### src/hw/sdm_map.vh
// constants for the sdram module command side: command codes, mode fields, timing
// assumes inclusion by every design file of the sdm block; definitions only
// What this block does
// - every input is captured on the rising clock edge; controller meets that edge
// - access starts with activate; bank from two bank bits, row from address lines
// - read or write takes address bits 0 to 9 as starting column
// - burst lengths 1, 2, 4, 8 or full page; burst terminate cuts short
// - auto precharge starts a self-timed row close after the burst ends
// - new column address accepted every cycle; other banks precharge meanwhile
// - mode register is unknown after power up; load before operational commands (this model clears it to 0 on reset)
// - mode settings stay unchanged until the next load mode register command
// - mode layout: length 2:0, order 3, latency 6:4, op mode 8:7, write 9
// - lengths 1 to 8 offer both orders; full page only sequential
// - burst wraps inside an aligned block the size of the burst length
// - full page burst wraps at the last column within the same row
// - line 10 is auto precharge on read or write, all banks on precharge
// - activate: select, row strobe low; read: select and column strobe low only
// - read latency of two or three clocks from read to first data
`ifndef SDM_MAP_VH
`define SDM_MAP_VH

// command codes {row strobe, column strobe, write strobe}, all active low
`define SDM_CMD_MRS     3'h0
`define SDM_CMD_REF     3'h1
`define SDM_CMD_PRE     3'h2
`define SDM_CMD_ACT     3'h3
`define SDM_CMD_WR      3'h4
`define SDM_CMD_RD      3'h5
`define SDM_CMD_BST     3'h6
`define SDM_CMD_NOP     3'h7

// mode register field positions
`define SDM_MR_BL_LSB   0
`define SDM_MR_BL_MSB   2
`define SDM_MR_BT_BIT   3
`define SDM_MR_CL_LSB   4
`define SDM_MR_CL_MSB   6
`define SDM_MR_WB_BIT   9
`define SDM_MR_WIDTH    13

// burst length encodings
`define SDM_BL_1        3'h0
`define SDM_BL_2        3'h1
`define SDM_BL_4        3'h2
`define SDM_BL_8        3'h3
`define SDM_BL_PAGE     3'h7

// read latency encodings
`define SDM_CL_2        3'h2
`define SDM_CL_3        3'h3

// address line carrying the precharge flag
`define SDM_AP_BIT      10
`define SDM_COL_WIDTH   10

// self-timed precharge duration, in ns, and the clock period
`define SDM_TRP_NS      20
`define SDM_CLK_NS      25

`endif

### src/hw/sdm_core.v
// command-side core of a four-bank synchronous dram module
// assumes a controller that performs the power-up sequence and refresh itself
`timescale 1ns/1ps
`include "sdm_map.vh"

module sdm_core #(
   parameter RW = 13,
   parameter DW = 64
) (
   input  wire          clk,               // system clock
   input  wire          rst_b,             // synchronous reset, active low (model only)
   input  wire          cs_b,              // chip select, active low
   input  wire          ras_b,             // row strobe, active low
   input  wire          cas_b,             // column strobe, active low
   input  wire          we_b,              // write strobe, active low
   input  wire          bank_select_low,   // bank bit 0
   input  wire          bank_select_high,  // bank bit 1
   input  wire [RW-1:0] row_column_address_lines, // address lines
   input  wire [DW-1:0] wdata,             // write data bus in
   output reg  [DW-1:0] rdata_q,           // read data bus out
   output reg           rdata_oe_q,        // read data drive enable
   output reg           wr_en_q,           // internal array write strobe
   output reg  [1:0]    acc_bank_q,        // bank of current access
   output reg  [RW-1:0] acc_row_q,         // row of current access
   output reg  [9:0]    acc_col_q,         // column of current access
   output reg  [DW-1:0] wr_data_q,         // data to array
   input  wire [DW-1:0] arr_rdata,         // data from array for acc_col_q
   output wire [3:0]    bank_open,         // open-row state per bank
   output wire [`SDM_MR_WIDTH-1:0] operating_mode_setting // mode register view
);

   localparam PRE_CYC_RAW = (`SDM_TRP_NS + `SDM_CLK_NS - 1) / `SDM_CLK_NS;
   localparam PRE_CYC     = (PRE_CYC_RAW < 1) ? 1 : PRE_CYC_RAW;

   // burst states
   localparam ST_IDLE = 2'h0;
   localparam ST_RD   = 2'h1;
   localparam ST_WR   = 2'h2;

   // =========================================================
   // command decode
   // =========================================================
   wire [2:0] cmd = cs_b ? `SDM_CMD_NOP : {ras_b, cas_b, we_b};
   wire [1:0] ba  = {bank_select_high, bank_select_low};
   wire       ap  = row_column_address_lines[`SDM_AP_BIT];

   // =========================================================
   // mode register
   // =========================================================
   reg [`SDM_MR_WIDTH-1:0] mode_q;
   assign operating_mode_setting = mode_q;

   always @(posedge clk)
   begin
      if (!rst_b)
         mode_q <= {`SDM_MR_WIDTH{1'b0}};
      else if (cmd == `SDM_CMD_MRS)
         mode_q <= row_column_address_lines[`SDM_MR_WIDTH-1:0];
   end

   wire [2:0] bl_code = mode_q[`SDM_MR_BL_MSB:`SDM_MR_BL_LSB];
   wire       bt_ilv  = mode_q[`SDM_MR_BT_BIT];
   wire [2:0] cl_code = mode_q[`SDM_MR_CL_MSB:`SDM_MR_CL_LSB];
   wire       wb_one  = mode_q[`SDM_MR_WB_BIT];

   // full page is sequential only; interleave is ignored there
   wire       ilv_eff = bt_ilv && (bl_code != `SDM_BL_PAGE);

   function [10:0] beats;
      input [2:0] c;
      begin
         case (c)
            `SDM_BL_1    : beats = 11'h001;
            `SDM_BL_2    : beats = 11'h002;
            `SDM_BL_4    : beats = 11'h004;
            `SDM_BL_8    : beats = 11'h008;
            `SDM_BL_PAGE : beats = 11'h7ff;  // runs until terminated
            default      : beats = 11'h001;
         endcase
      end
   endfunction

   // =========================================================
   // burst engine
   // =========================================================
   reg [1:0]    st_q;
   reg [10:0]   left_q;
   reg [9:0]    step_q;
   reg [9:0]    start_q;
   reg [1:0]    bank_q;
   reg [2:0]    len_q;
   reg          ap_q;
   wire [9:0]   col;
   wire [9:0]   start_now = row_column_address_lines[9:0];
   wire         is_rw     = (cmd == `SDM_CMD_RD) || (cmd == `SDM_CMD_WR);
   wire         burst_end = (st_q != ST_IDLE) && (left_q == 11'h001) && !is_rw
                            && (cmd != `SDM_CMD_BST);
   wire         bst       = (st_q != ST_IDLE) && (cmd == `SDM_CMD_BST);

   sdm_col_gen #(.CW(10)) u_col (
      .start_col  (is_rw ? start_now : start_q),
      .len_code   (is_rw ? ((cmd == `SDM_CMD_WR && wb_one) ? `SDM_BL_1 : bl_code) : len_q),
      .interleave (ilv_eff),
      .step       (is_rw ? 10'h000 : step_q),
      .col        (col)
   );

   always @(posedge clk)
   begin
      if (!rst_b)
      begin
         st_q    <= ST_IDLE;
         left_q  <= 11'h000;
         step_q  <= 10'h000;
         start_q <= 10'h000;
         bank_q  <= 2'h0;
         len_q   <= `SDM_BL_1;
         ap_q    <= 1'b0;
      end
      else if (is_rw)
      begin
         // a new column command interrupts any burst, every cycle allowed
         st_q    <= (cmd == `SDM_CMD_RD) ? ST_RD : ST_WR;
         start_q <= start_now;
         bank_q  <= ba;
         ap_q    <= ap;
         if (cmd == `SDM_CMD_WR && wb_one)
         begin
            len_q  <= `SDM_BL_1;
            left_q <= 11'h001;
         end
         else
         begin
            len_q  <= bl_code;
            left_q <= beats(bl_code);
         end
         step_q  <= 10'h001;
      end
      else if (bst || burst_end)
      begin
         st_q   <= ST_IDLE;
         left_q <= 11'h000;
      end
      else if (st_q != ST_IDLE)
      begin
         step_q <= step_q + 10'h001;
         if (len_q != `SDM_BL_PAGE)
            left_q <= left_q - 11'h001;
      end
   end

   wire        beat_now = is_rw || ((st_q != ST_IDLE) && !bst && !burst_end);
   wire        beat_wr  = is_rw ? (cmd == `SDM_CMD_WR) : (st_q == ST_WR);
   wire [1:0]  beat_bnk = is_rw ? ba : bank_q;

   // =========================================================
   // banks
   // =========================================================
   wire [RW-1:0] rows [0:3];
   genvar gi;
   generate
      for (gi = 0; gi < 4; gi = gi + 1)
      begin : g_bank
         sdm_bank #(.RW(RW), .PRE_CYC(PRE_CYC)) u_bank (
            .clk    (clk),
            .rst_b  (rst_b),
            .act    ((cmd == `SDM_CMD_ACT) && (ba == gi)),
            .row_in (row_column_address_lines),
            .pre    ((cmd == `SDM_CMD_PRE) && (ap || ba == gi)),
            .ap_arm (ap_q && (burst_end || bst) && (bank_q == gi)),
            .open_q (bank_open[gi]),
            .row_q  (rows[gi])
         );
      end
   endgenerate

   // =========================================================
   // array access and read latency pipe
   // =========================================================
   reg [DW-1:0] lat_d_q;
   reg [1:0]    lat_v_q;

   always @(posedge clk)
   begin
      if (!rst_b)
      begin
         wr_en_q    <= 1'b0;
         acc_bank_q <= 2'h0;
         acc_row_q  <= {RW{1'b0}};
         acc_col_q  <= 10'h000;
         wr_data_q  <= {DW{1'b0}};
         lat_v_q    <= 2'h0;
         lat_d_q    <= {DW{1'b0}};
         rdata_q    <= {DW{1'b0}};
         rdata_oe_q <= 1'b0;
      end
      else
      begin
         acc_bank_q <= beat_bnk;
         acc_row_q  <= rows[beat_bnk];
         acc_col_q  <= col;
         wr_en_q    <= beat_now && beat_wr;
         wr_data_q  <= wdata;
         // valid bit 0 rises with the access address; array data follows
         // combinationally, so latency two drives it out on the next edge
         lat_v_q    <= {lat_v_q[0], beat_now && !beat_wr};
         lat_d_q    <= arr_rdata;
         if (cl_code == `SDM_CL_3)
         begin
            rdata_q    <= lat_d_q;
            rdata_oe_q <= lat_v_q[1];
         end
         else
         begin
            rdata_q    <= arr_rdata;
            rdata_oe_q <= lat_v_q[0];
         end
      end
   end

endmodule // sdm_core

### src/hw/sdm_col_gen.v
// column address generator for one burst: wraps within the burst block or page
// assumes the start column, length code and order bit are held during the burst
`timescale 1ns/1ps
`include "sdm_map.vh"

module sdm_col_gen #(
   parameter CW = `SDM_COL_WIDTH
) (
   input  wire [CW-1:0] start_col,   // column sampled with the command
   input  wire [2:0]    len_code,    // burst length code
   input  wire          interleave,  // burst order, 1 = interleaved
   input  wire [CW-1:0] step,        // beat index inside the burst
   output reg  [CW-1:0] col          // column for this beat
);

   reg [CW-1:0] seq;
   reg [CW-1:0] ilv;

   always @*
   begin
      seq = start_col + step;
      ilv = start_col ^ step;
      col = start_col;
      case (len_code)
         `SDM_BL_1    : col = start_col;
         `SDM_BL_2    : col = {start_col[CW-1:1], seq[0]};
         `SDM_BL_4    : col = {start_col[CW-1:2], (interleave ? ilv[1:0] : seq[1:0])};
         `SDM_BL_8    : col = {start_col[CW-1:3], (interleave ? ilv[2:0] : seq[2:0])};
         `SDM_BL_PAGE : col = seq;
         default      : col = start_col;
      endcase
   end

endmodule // sdm_col_gen

### src/hw/sdm_bank.v
// per-bank state: open row and self-timed auto precharge countdown
// assumes commands arrive already decoded and addressed to this bank
`timescale 1ns/1ps
`include "sdm_map.vh"

module sdm_bank #(
   parameter RW      = 13,
   parameter PRE_CYC = 1
) (
   input  wire          clk,        // system clock
   input  wire          rst_b,      // synchronous reset, active low
   input  wire          act,        // activate this bank
   input  wire [RW-1:0] row_in,     // row with activate
   input  wire          pre,        // precharge this bank now
   input  wire          ap_arm,     // auto precharge request at burst end
   output reg           open_q,     // row open
   output reg  [RW-1:0] row_q       // open row
);

   // countdown load value, cut to the counter width on purpose
   localparam [3:0] PRE_LOAD = PRE_CYC;

   reg [3:0] pre_cnt_q;
   reg       closing_q;

   always @(posedge clk)
   begin
      if (!rst_b)
      begin
         open_q    <= 1'b0;
         row_q     <= {RW{1'b0}};
         pre_cnt_q <= 4'h0;
         closing_q <= 1'b0;
      end
      else
      begin
         if (act)
         begin
            open_q <= 1'b1;
            row_q  <= row_in;
         end
         else if (pre)
            open_q <= 1'b0;
         // self-timed close, runs while other banks stay in use
         if (ap_arm)
         begin
            closing_q <= 1'b1;
            pre_cnt_q <= PRE_LOAD;
         end
         else if (closing_q)
         begin
            if (pre_cnt_q <= 4'h1)
            begin
               closing_q <= 1'b0;
               // an activate in the same cycle wins over the timed close
               if (!act)
                  open_q <= 1'b0;
            end
            else
               pre_cnt_q <= pre_cnt_q - 4'h1;
         end
      end
   end

endmodule // sdm_bank

### config.mk
export PLATFORM = sky130hd
export DESIGN_NAME = sdm_core
export DESIGN_NICKNAME = d
export VERILOG_FILES = /design/src/hw/sdm_core.v /design/src/hw/sdm_col_gen.v /design/src/hw/sdm_bank.v
export VERILOG_INCLUDE_DIRS = /design/src /design/src/hw
export SDC_FILE = /design/constraint.sdc
export NUM_CORES = 1
export LEC_CHECK = 0
export BUFFER_PORTS_ARGS = -buffer_cell sky130_fd_sc_hd__buf_2
export CAP_MARGIN = 15
export CORE_MARGIN = 2
export CORE_UTILIZATION = 53
export DETAILED_ROUTE_END_ITERATION = 8
export PLACE_DENSITY_LB_ADDON = 0.2
export REMOVE_ABC_BUFFERS = 1
export SYNTH_ARGS = -nofsm -noshare
export SYNTH_HDL_FRONTEND = slang
export SYNTH_SLANG_ARGS = --single-unit
### constraint.sdc
create_clock -name clk -period 4.9 [get_ports clk]
set_input_delay 0.98 -clock clk [delete_from_list [all_inputs] [get_ports clk]]
set_output_delay 0.98 -clock clk [all_outputs]
set_load 0.05 [all_outputs]
# After elaboration in Yosys (flattened, before gate mapping)

Cells that the tools add are included.

Word-level logic and storage cells: 224
Register bits after elaboration: 347

Multiplexer cells: 75
Bitwise gates (word level): 8
Order comparisons: 5
Reductions and logical operators: 62
Equal/unequal tests: 30
Add/sub/neg operators: 7

Operators by type and width:

| cell                  | number |
|---|---|
| $mux 64               | 1 |
| $mux 11               | 5 |
| $mux 1                | 53 |
| $pmux 11 s4           | 1 |
| $pmux 10 s4           | 1 |
| $bmux 13 s2           | 1 |
| $mux 13               | 2 |
| $logic_and 1x1->1     | 23 |
| $reduce_and 2->1      | 11 |
| $eq 3x2->1 const B    | 7 |
| $mux 10               | 2 |
| $le 4x1->1 const B    | 4 |
| $sub 4x1->4 const B   | 4 |
| $eq 3x3->1 const B    | 5 |
| $reduce_bool 2->1     | 7 |
| $mux 3                | 4 |
| $eq 11x1->1 const B   | 1 |
| $sub 11x1->11 const B | 1 |
| $add 10x1->10 const B | 1 |
| $add 10x10->10        | 1 |
| $eq 2x2->1 const B    | 5 |
| $mux 2                | 5 |
| $reduce_or 2->1       | 5 |
| $ne 3x3->1 const B    | 3 |
| other kinds (13)      | 34 |

# Longest topological paths before layout

Gate-level depths: netlist of run 1.

Depth after elaboration: 11
Gate-level depth with buffers: 13
Mapped depth without buffers: 11

# Hierarchy

A second synthesis of run 1 with hierarchy kept.

Cell total of the unflattened synthesis: 1,398
Area, all modules: 13,541.7 um^2

By module, submodules not included:

| module      | sequential area each (um^2) | instances | area each (um^2) | cells an instance |
|---|---|---|---|---|
| sdm_core    | 5,425.2                     | 1         | 9,559.2          | 992 |
| sdm_bank    | 380.4                       | 4         | 837.1            | 78 |
| sdm_col_gen | 0.0                         | 1         | 634.4            | 94 |

# Least setup slack after synthesis of run 1

No wires, ideal clock.

Kind: input port to flip-flop
Start point: input cs_b
End point: register acc_col_q[9]
Required time: 4.770 ns
Stages: 11
Arrival: 3.571 ns
Library setup time: 0.130 ns
Setup slack: 1.199 ns
Cells stage by stage: or3b_4 > buf_2 > buf_2 > clkbuf_1 > and2_1 > ha_1 > and3_1 > a211o_1 > a2111oi_0 > xnor2_1 > o31ai_1

Longest elaborated chain between the ends: 7
Elaborated cells between the ends (all ways): 15
Classes of those cells: add/sub (1); eq/ne (6); mux (6); reduce/logical (2)

Ends and longest elaborated chain:

| what                                                                   | line             | RTL |
|---|---|---|
| start: declaration                                                     | sdm_core.v:12    | `input wire cs_b,` |
| $mux 3 *                                                               | sdm_core.v:43    | `` wire [2:0] cmd = cs_b ? `SDM_CMD_NOP : {ras_b, cas_b, we_b}; `` |
| parallel branches: the longest is 5 deep, another holds $add 10x10->10 | --               |  |
| $pmux 10 s4 *                                                          | sdm_col_gen.v:24 | `case (len_code)` |
| end signal: assignment                                                 | sdm_core.v:201   | `acc_col_q <= col;` |
| end: declaration                                                       | sdm_core.v:25    | `output reg [9:0] acc_col_q,` |

Every way passes the cells marked *.
A chain may end at the register's enable or synchronous reset.

# Worst setup path after layout of run 1

Start point: input cs_b
End point: register acc_col_q[9]

Elaborated cells between the ends (all ways): 15
Classes of those cells: add/sub (1); eq/ne (6); mux (6); reduce/logical (2)

RTL lines:

| what                   | line             | RTL |
|---|---|---|
| $mux 3 *               | sdm_core.v:43    |  |
| $eq 3x3->1 (no line)   | --               |  |
| $logic_or 1x1->1 *     | sdm_core.v:95    | `` wire is_rw = (cmd == `SDM_CMD_RD) \|\| (cmd == `SDM_CMD_WR); `` |
| $mux 10 *              | --               |  |
| net u_col.start_col[1] | sdm_col_gen.v:9  | `input wire [CW-1:0] start_col,` |
| $add 10x10->10 *       | sdm_col_gen.v:21 | `seq = start_col + step;` |
| $pmux 10 s4 *          | sdm_col_gen.v:24 |  |

The timed path passes the listed nets; every way through them passes the cells marked *.

==> results of run 1 <==
## stage by stage
stage | worst slack, ns | hold slack, ns | utilization (%)
after detailed placement | 0.965 | 0.427 | 61.6
after global placement | 1.03 | 0.420 | 61.6
after global routing | 1.24 | 0.446 | 66.8
after floorplan | 0.578 | 0.417 | -
final | 1.49 | 0.428 | 66.8
after CTS | 1.51 | 0.428 | 66.8
## placed cells by master (no fill, tap or decap), drive strengths merged, types with 16 or more instances in the layout
cell type / count
buf: 328
and2: 149
a21oi: 162
dfxtp: 347
nor2: 63
inv: 25
ha: 20
clkbuf: 54
nand2: 312
xor2: 16
nand3: 16
mux2i: 33
## power by group
part,total [mW],switching [mW],internal [mW]
Sequential,2.97,0.0413,2.93
Clock,2.72,1.10,1.61
Combinational,0.646,0.454,0.192
Total,6.33,1.60,4.74
## cells by family after synthesis
kind of cell / count (synthesis) / share of synthesized area, %
compound gates: 253 / 12.0
mux: 33 / 2.60
simple gates: 613 / 23.2
flops: 347 / 54.7
xor+xnor: 28 / 1.93
buf+inv: 105 / 3.40
fa+ha+maj: 22 / 2.21
## per-layer routing
metal	global-route usage (%)	share of wire [%]	wire length [um]	vias up
met2	42.6	48	15600	321
met1	31.4	43	13900	4920
met3	4.13	5.3	1690	71
met4	9.09	3.2	1040	0
li1	-	-	-	5245
met5	0	0	0	-
## worst paths after layout
check / start / to / slack (ns) / cells past startpoint
setup / recovery: cs_b / acc_col_q[9] / 1.49 / 10
setup reg to reg: operating_mode_setting[1] / acc_col_q[7] / 2.54 / 5
hold / removal: lat_d_q[40] / rdata_q[40] / 0.43 / 2
hold reg to reg: lat_d_q[40] / rdata_q[40] / 0.43 / 2
## registers in the layout, summed over array words and instances, names as in the netlist, 3 cells and up
name and count:
len_q 3, g_bank.u_bank.pre_cnt_q 16, step_q 10, start_q 10
left_q 11, g_bank.u_bank.row_q 52, g_bank.u_bank.open_q 4, rdata_q 64
lat_d_q 64, acc_row_q 13, wr_data_q 64, acc_col_q 10
operating_mode_setting 13, g_bank.u_bank.closing_q 4
## cell type report
class                           count  area (um2)
Antenna cell                        1        2.50
Clock buffer                       54        1060
Clock inverter                     12         139
Fill cell                        1966        7800
Inverter                           24        92.6
Multi-Input combinational cell    949        5360
Sequential cell                   347        6950
Tap cell                          319         399
Timing Repair Buffer              328        1680
## worst max-delay path, stage by stage
cell	delay (ns)
buf_2	0.14
or3b_4	0.62
mux2i_1	0.34
inv_1	0.12
ha_1	0.30
a21o_1	0.21
a211o_1	0.31
a2111oi_0	0.48
xnor2_1	0.11
o31ai_1	0.20
==> metrics.csv, run 1 <==
metric,value,unit
crit end category,flop,
fraction of registers with async set/reset,0,%
CP max FO,40,
Iter 0 DRT Violations,753,
clk slew on worst S/H paths,0.06,ns
Vias,10600,
Non-Filler Instances,2034,
clock sinks,347,
Slew HR,37.4,%
post-route cell area,0.0157,mm2
CP Data Arrival Time,3.84,ns
number of routed nets with antenna violations,0,
Yosys reg bits,347,
detailed-route wire length,32200,um
"Seq/Total Area, Yosys",54.7,%
status,finished clean,
final hold violation count,0,
Pleak,7.09,nW
port bufs,320,
# DRC,0,
ys flop type,dfxtp_1,
"Remaining Overflow, GRT",0,
CTS Buf Count,37,
Layout Nets,1857,
core area,0.0235,mm2
Crit Path Category,in -> reg,
CTS max path bufs,3,
fin crit period,3.41,ns
Synth top cells by count,"dfxtp_1 (347), nand2_1 (312), a21oi_1 (162)",
pin count of the biggest net entering global routing,107,
PD cells,404,mW/mm2
antenna violations before repair,1,
HPWL Detailed,21500,um
max-cap violations,0,
Tot GR Track Use,24.8,%
placed cell area,0.0145,mm2
Syn Area/Cell,9.07,um2
hold_buf cts,0,
CTS tree,built,
layout cells sized above 1,24.2,%
Slew Limit Fails,0,
dpl cells,1967,
vias in the first global route,10100,
first-pass GRT wire length,51900,um
number of synthesized flops with an enable pin,0,
Worst VDD drop,272,uV
postcts setup bufs,0,
post-CTS sizing,0,
drt pass-1 iters,4,
IO Pins,321,
htree depth,2,
insertion delay to the later sink of the worst-skew pair,0.52,ns
Vert. Die Dim,159,um
Clock Skew,0.0156,ns
Synth area leaders,"dfxtp_1 (55%), nand2_1 (9.2%), and2_1 (7.2%)",
Die ar.,0.0252,mm2
top-count cell post-synth,dfxtp_1,
Fmax achieved,293,MHz
actual slew at the worst max-slew pin,0.939,ns
Startpoint Class,input pin,
Synth cell types,63,
HP Class,reg -> reg,
RSZ-0062 raised after global routing,no,
initial core utilization,54.1,%
final period utilization,69.6,%
Post-Synthesis Cells,1401,
die width,159,um
Final setup viols,0,
Final Power,6.33,mW
top-area cell type share of the netlist area,54.7,%
GP Congestion,0.841,
Mapped Area,0.0127,mm2
number of vias per cell,5.19,
row cnt,56,
Setup TNS,0,ns
root buf cell,clkbuf_16,
WL per Instance,15.8,um
WP data required,5.33,ns
synth-to-layout area growth,23.3,%
Synthesis Warnings,0,
Synth area leader,dfxtp_1,
No activity file was read; power rests on OpenSTA's default activity.
==> run 2: changes to the inputs <==
--- a/config.mk
+++ b/config.mk
@@ -9,7 +9,7 @@
 export BUFFER_PORTS_ARGS = -buffer_cell sky130_fd_sc_hd__buf_2
 export CAP_MARGIN = 15
 export CORE_MARGIN = 2
-export CORE_UTILIZATION = 53
+export CORE_UTILIZATION = 48
 export DETAILED_ROUTE_END_ITERATION = 8
 export PLACE_DENSITY_LB_ADDON = 0.2
 export REMOVE_ABC_BUFFERS = 1
==> constraint.sdc (replaced) <==
create_clock -name clk -period 2.9 [get_ports clk]
set_input_delay 0.58 -clock clk [delete_from_list [all_inputs] [get_ports clk]]
set_output_delay 0.58 -clock clk [all_outputs]
set_load 0.05 [all_outputs]
==> metrics.csv, run 2 (synthesis gave the netlist of run 1 again) <==
metric,value,unit,change
port bufs,320,,unchanged
Crit Path Category,in -> reg,,
IO Pins,321,,unchanged
CP max-delay cell,or3b_4,,
CP Data Arrival Time,3.05,ns,-0.79 ns
most frequent cells in the layout,"dfxtp_1 (347), buf_2 (319), nand2_1 (312)",,
die width,167,um,+5.0%
Setup WS pre-CTS,-0.356,ns,-1.32 ns
Buf/Inv on CP,2,,unchanged
Fmax achieved,372,MHz,
# DRC,0,,unchanged
dpl cells,2028,,+3.1%
Final Power,10.8,mW,+71%
htree depth,2,,unchanged
post-CTS sizing,0,,unchanged
WL per Instance,15.6,um,-1.8%
first-pass GRT wire length,51500,um,-0.76%
max-cap violations,0,,unchanged
row cnt,59,,+5.4%
final hold violation count,0,,unchanged
CTS tree,built,,
Pleak,7.34,nW,+3.6%
number of diodes,0,,-1
layout cells sized above 1,26.2,%,+2.1 points
"Remaining Overflow, GRT",0,,unchanged
hold_ws,0.270,ns,-0.158 ns
synth-to-layout area growth,26.6,%,
Clock Skew,0.0152,ns,-0.000355 ns
Iter 0 DRT Violations,573,,-24%
area of the multi-input gates,0.00536,mm2,+0.16%
WP data required,3.26,ns,-2.07 ns
CP max FO,8,,-80%
Reg area,0.00695,mm2,unchanged
Vias,10800,,+1.9%
final core occ,61.7,%,-5.0 points
detailed-route wire length,32500,um,+0.89%
core area,0.0261,mm2,+11%
Non-Filler Instances,2090,,+2.8%
Vert. Die Dim,167,um,+5.0%
Worst VDD drop,694,uV,+150%
HPWL Detailed,22100,um,+2.9%
"commonest non-fill, non-tap cell in the layout",dfxtp_1,,
"critical path, cell by cell",buf_2 -> or3b_4 -> mux2i_1 -> inv_1 -> ha_1 -> a21o_1 -> a211o_1 -> a2111oi_1 -> xnor2_1 -> o31ai_1,,
# fillers,2283,,+16%
Tot GR Track Use,22.5,%,-2.3 points
Slowest Stage Delay on Critical Path,0.46,ns,-0.16 ns
initial core utilization,48.8,%,-5.4 points
clock sinks,347,,unchanged
Die ar.,0.0278,mm2,+10%
Final setup viols,0,,unchanged
GP Congestion,0.883,,+5.0%
HP Class,in -> reg,,
critical path's top delay family,compound AO/OA/AOI/OAI gates,,
Slew HR,46.7,%,+9.3 points
crit end category,flop,,
drt pass-1 iters,5,,+1
clk slew on worst S/H paths,0.06,ns,about the same
number of routed nets with antenna violations,0,,unchanged
vias in the first global route,10100,,-0.81%
number of vias per cell,5.15,,-0.83%
pin count of the biggest net entering global routing,90,,-16%
post-route cell area,0.0161,mm2,+2.7%
Startpoint Class,input pin,,
status,finished clean,,
CTS max path bufs,3,,unchanged
hold_buf cts,0,,unchanged
RSZ-0062 raised after global routing,no,,
root buf cell,clkbuf_16,,
postcts setup bufs,0,,unchanged
final period utilization,92.7,%,
antenna violations before repair,0,,-1
Setup TNS,0,ns,unchanged
PD cells,674,mW/mm2,+67%
insertion delay to the later sink of the worst-skew pair,0.52,ns,about the same
Layout Nets,1901,,+2.4%
fin crit period,2.69,ns,
placed cell area,0.0149,mm2,+2.7%
actual slew at the worst max-slew pin,0.797,ns,-0.142 ns
Slew Limit Fails,0,,unchanged
Top Registers,"lat_d_q: 64 flops, rdata_q: 64 flops, wr_data_q: 64 flops",,
CTS Buf Count,36,,-2.7%
min setup slack post-route,0.212,ns,-1.28 ns
==> run 2: cell count changes in the layout (fill, tap and decap cells not counted), moves of 2 or more <==
cell | previous run | this run
clkbuf_1 | 10 | 6
buf_4 | 8 | 50
buf_12 | 1 | 4
clkinv_2 | 6 | 2
clkbuf_8 | 7 | 9
clkinv_8 | 2 | 0
==> run 2: path summary, 6_finish.rpt <==
check           startpoint            to  slack, ns  cells after the start
max reg2reg     start_q[1]  acc_col_q[9]       0.61                      8
max                   cs_b  acc_col_q[9]       0.21                     10
min reg2reg     lat_d_q[9]    rdata_q[9]       0.43                      2
min          arr_rdata[22]   lat_d_q[22]       0.27                      2
==> run 2: final cells by class <==
cell class | instances | share of cell area [%]
sequential | 347 | 43.2
inverter | 24 | 0.576
clock buffer | 52 | 6.67
clock inverter | 10 | 0.879
timing repair buffer | 373 | 12.8
tap | 335 | 2.61
multi-input combinational | 949 | 33.3
==> run 2: power by group <==
part	switching [mW]	internal (mW)
combinational	0.777	0.360
clock	1.84	2.84
sequential	0.0693	4.95
==> run 2: per-layer routing <==
metal  track usage, %  wire, um
met2             38.1     15600
met1             28.6     14000
met3             3.83      1800
met5                0         0
met4             9.07      1150
==> run 2: worst reg2reg max path, delay by kind of cell, from the launching register on <==
family,cells,cell delay [ns]
compound gates,4,1.01
fa+ha+maj,1,0.32
flops,1,0.30
mux,1,0.24
xor+xnor,1,0.17
buf+inv,1,0.10
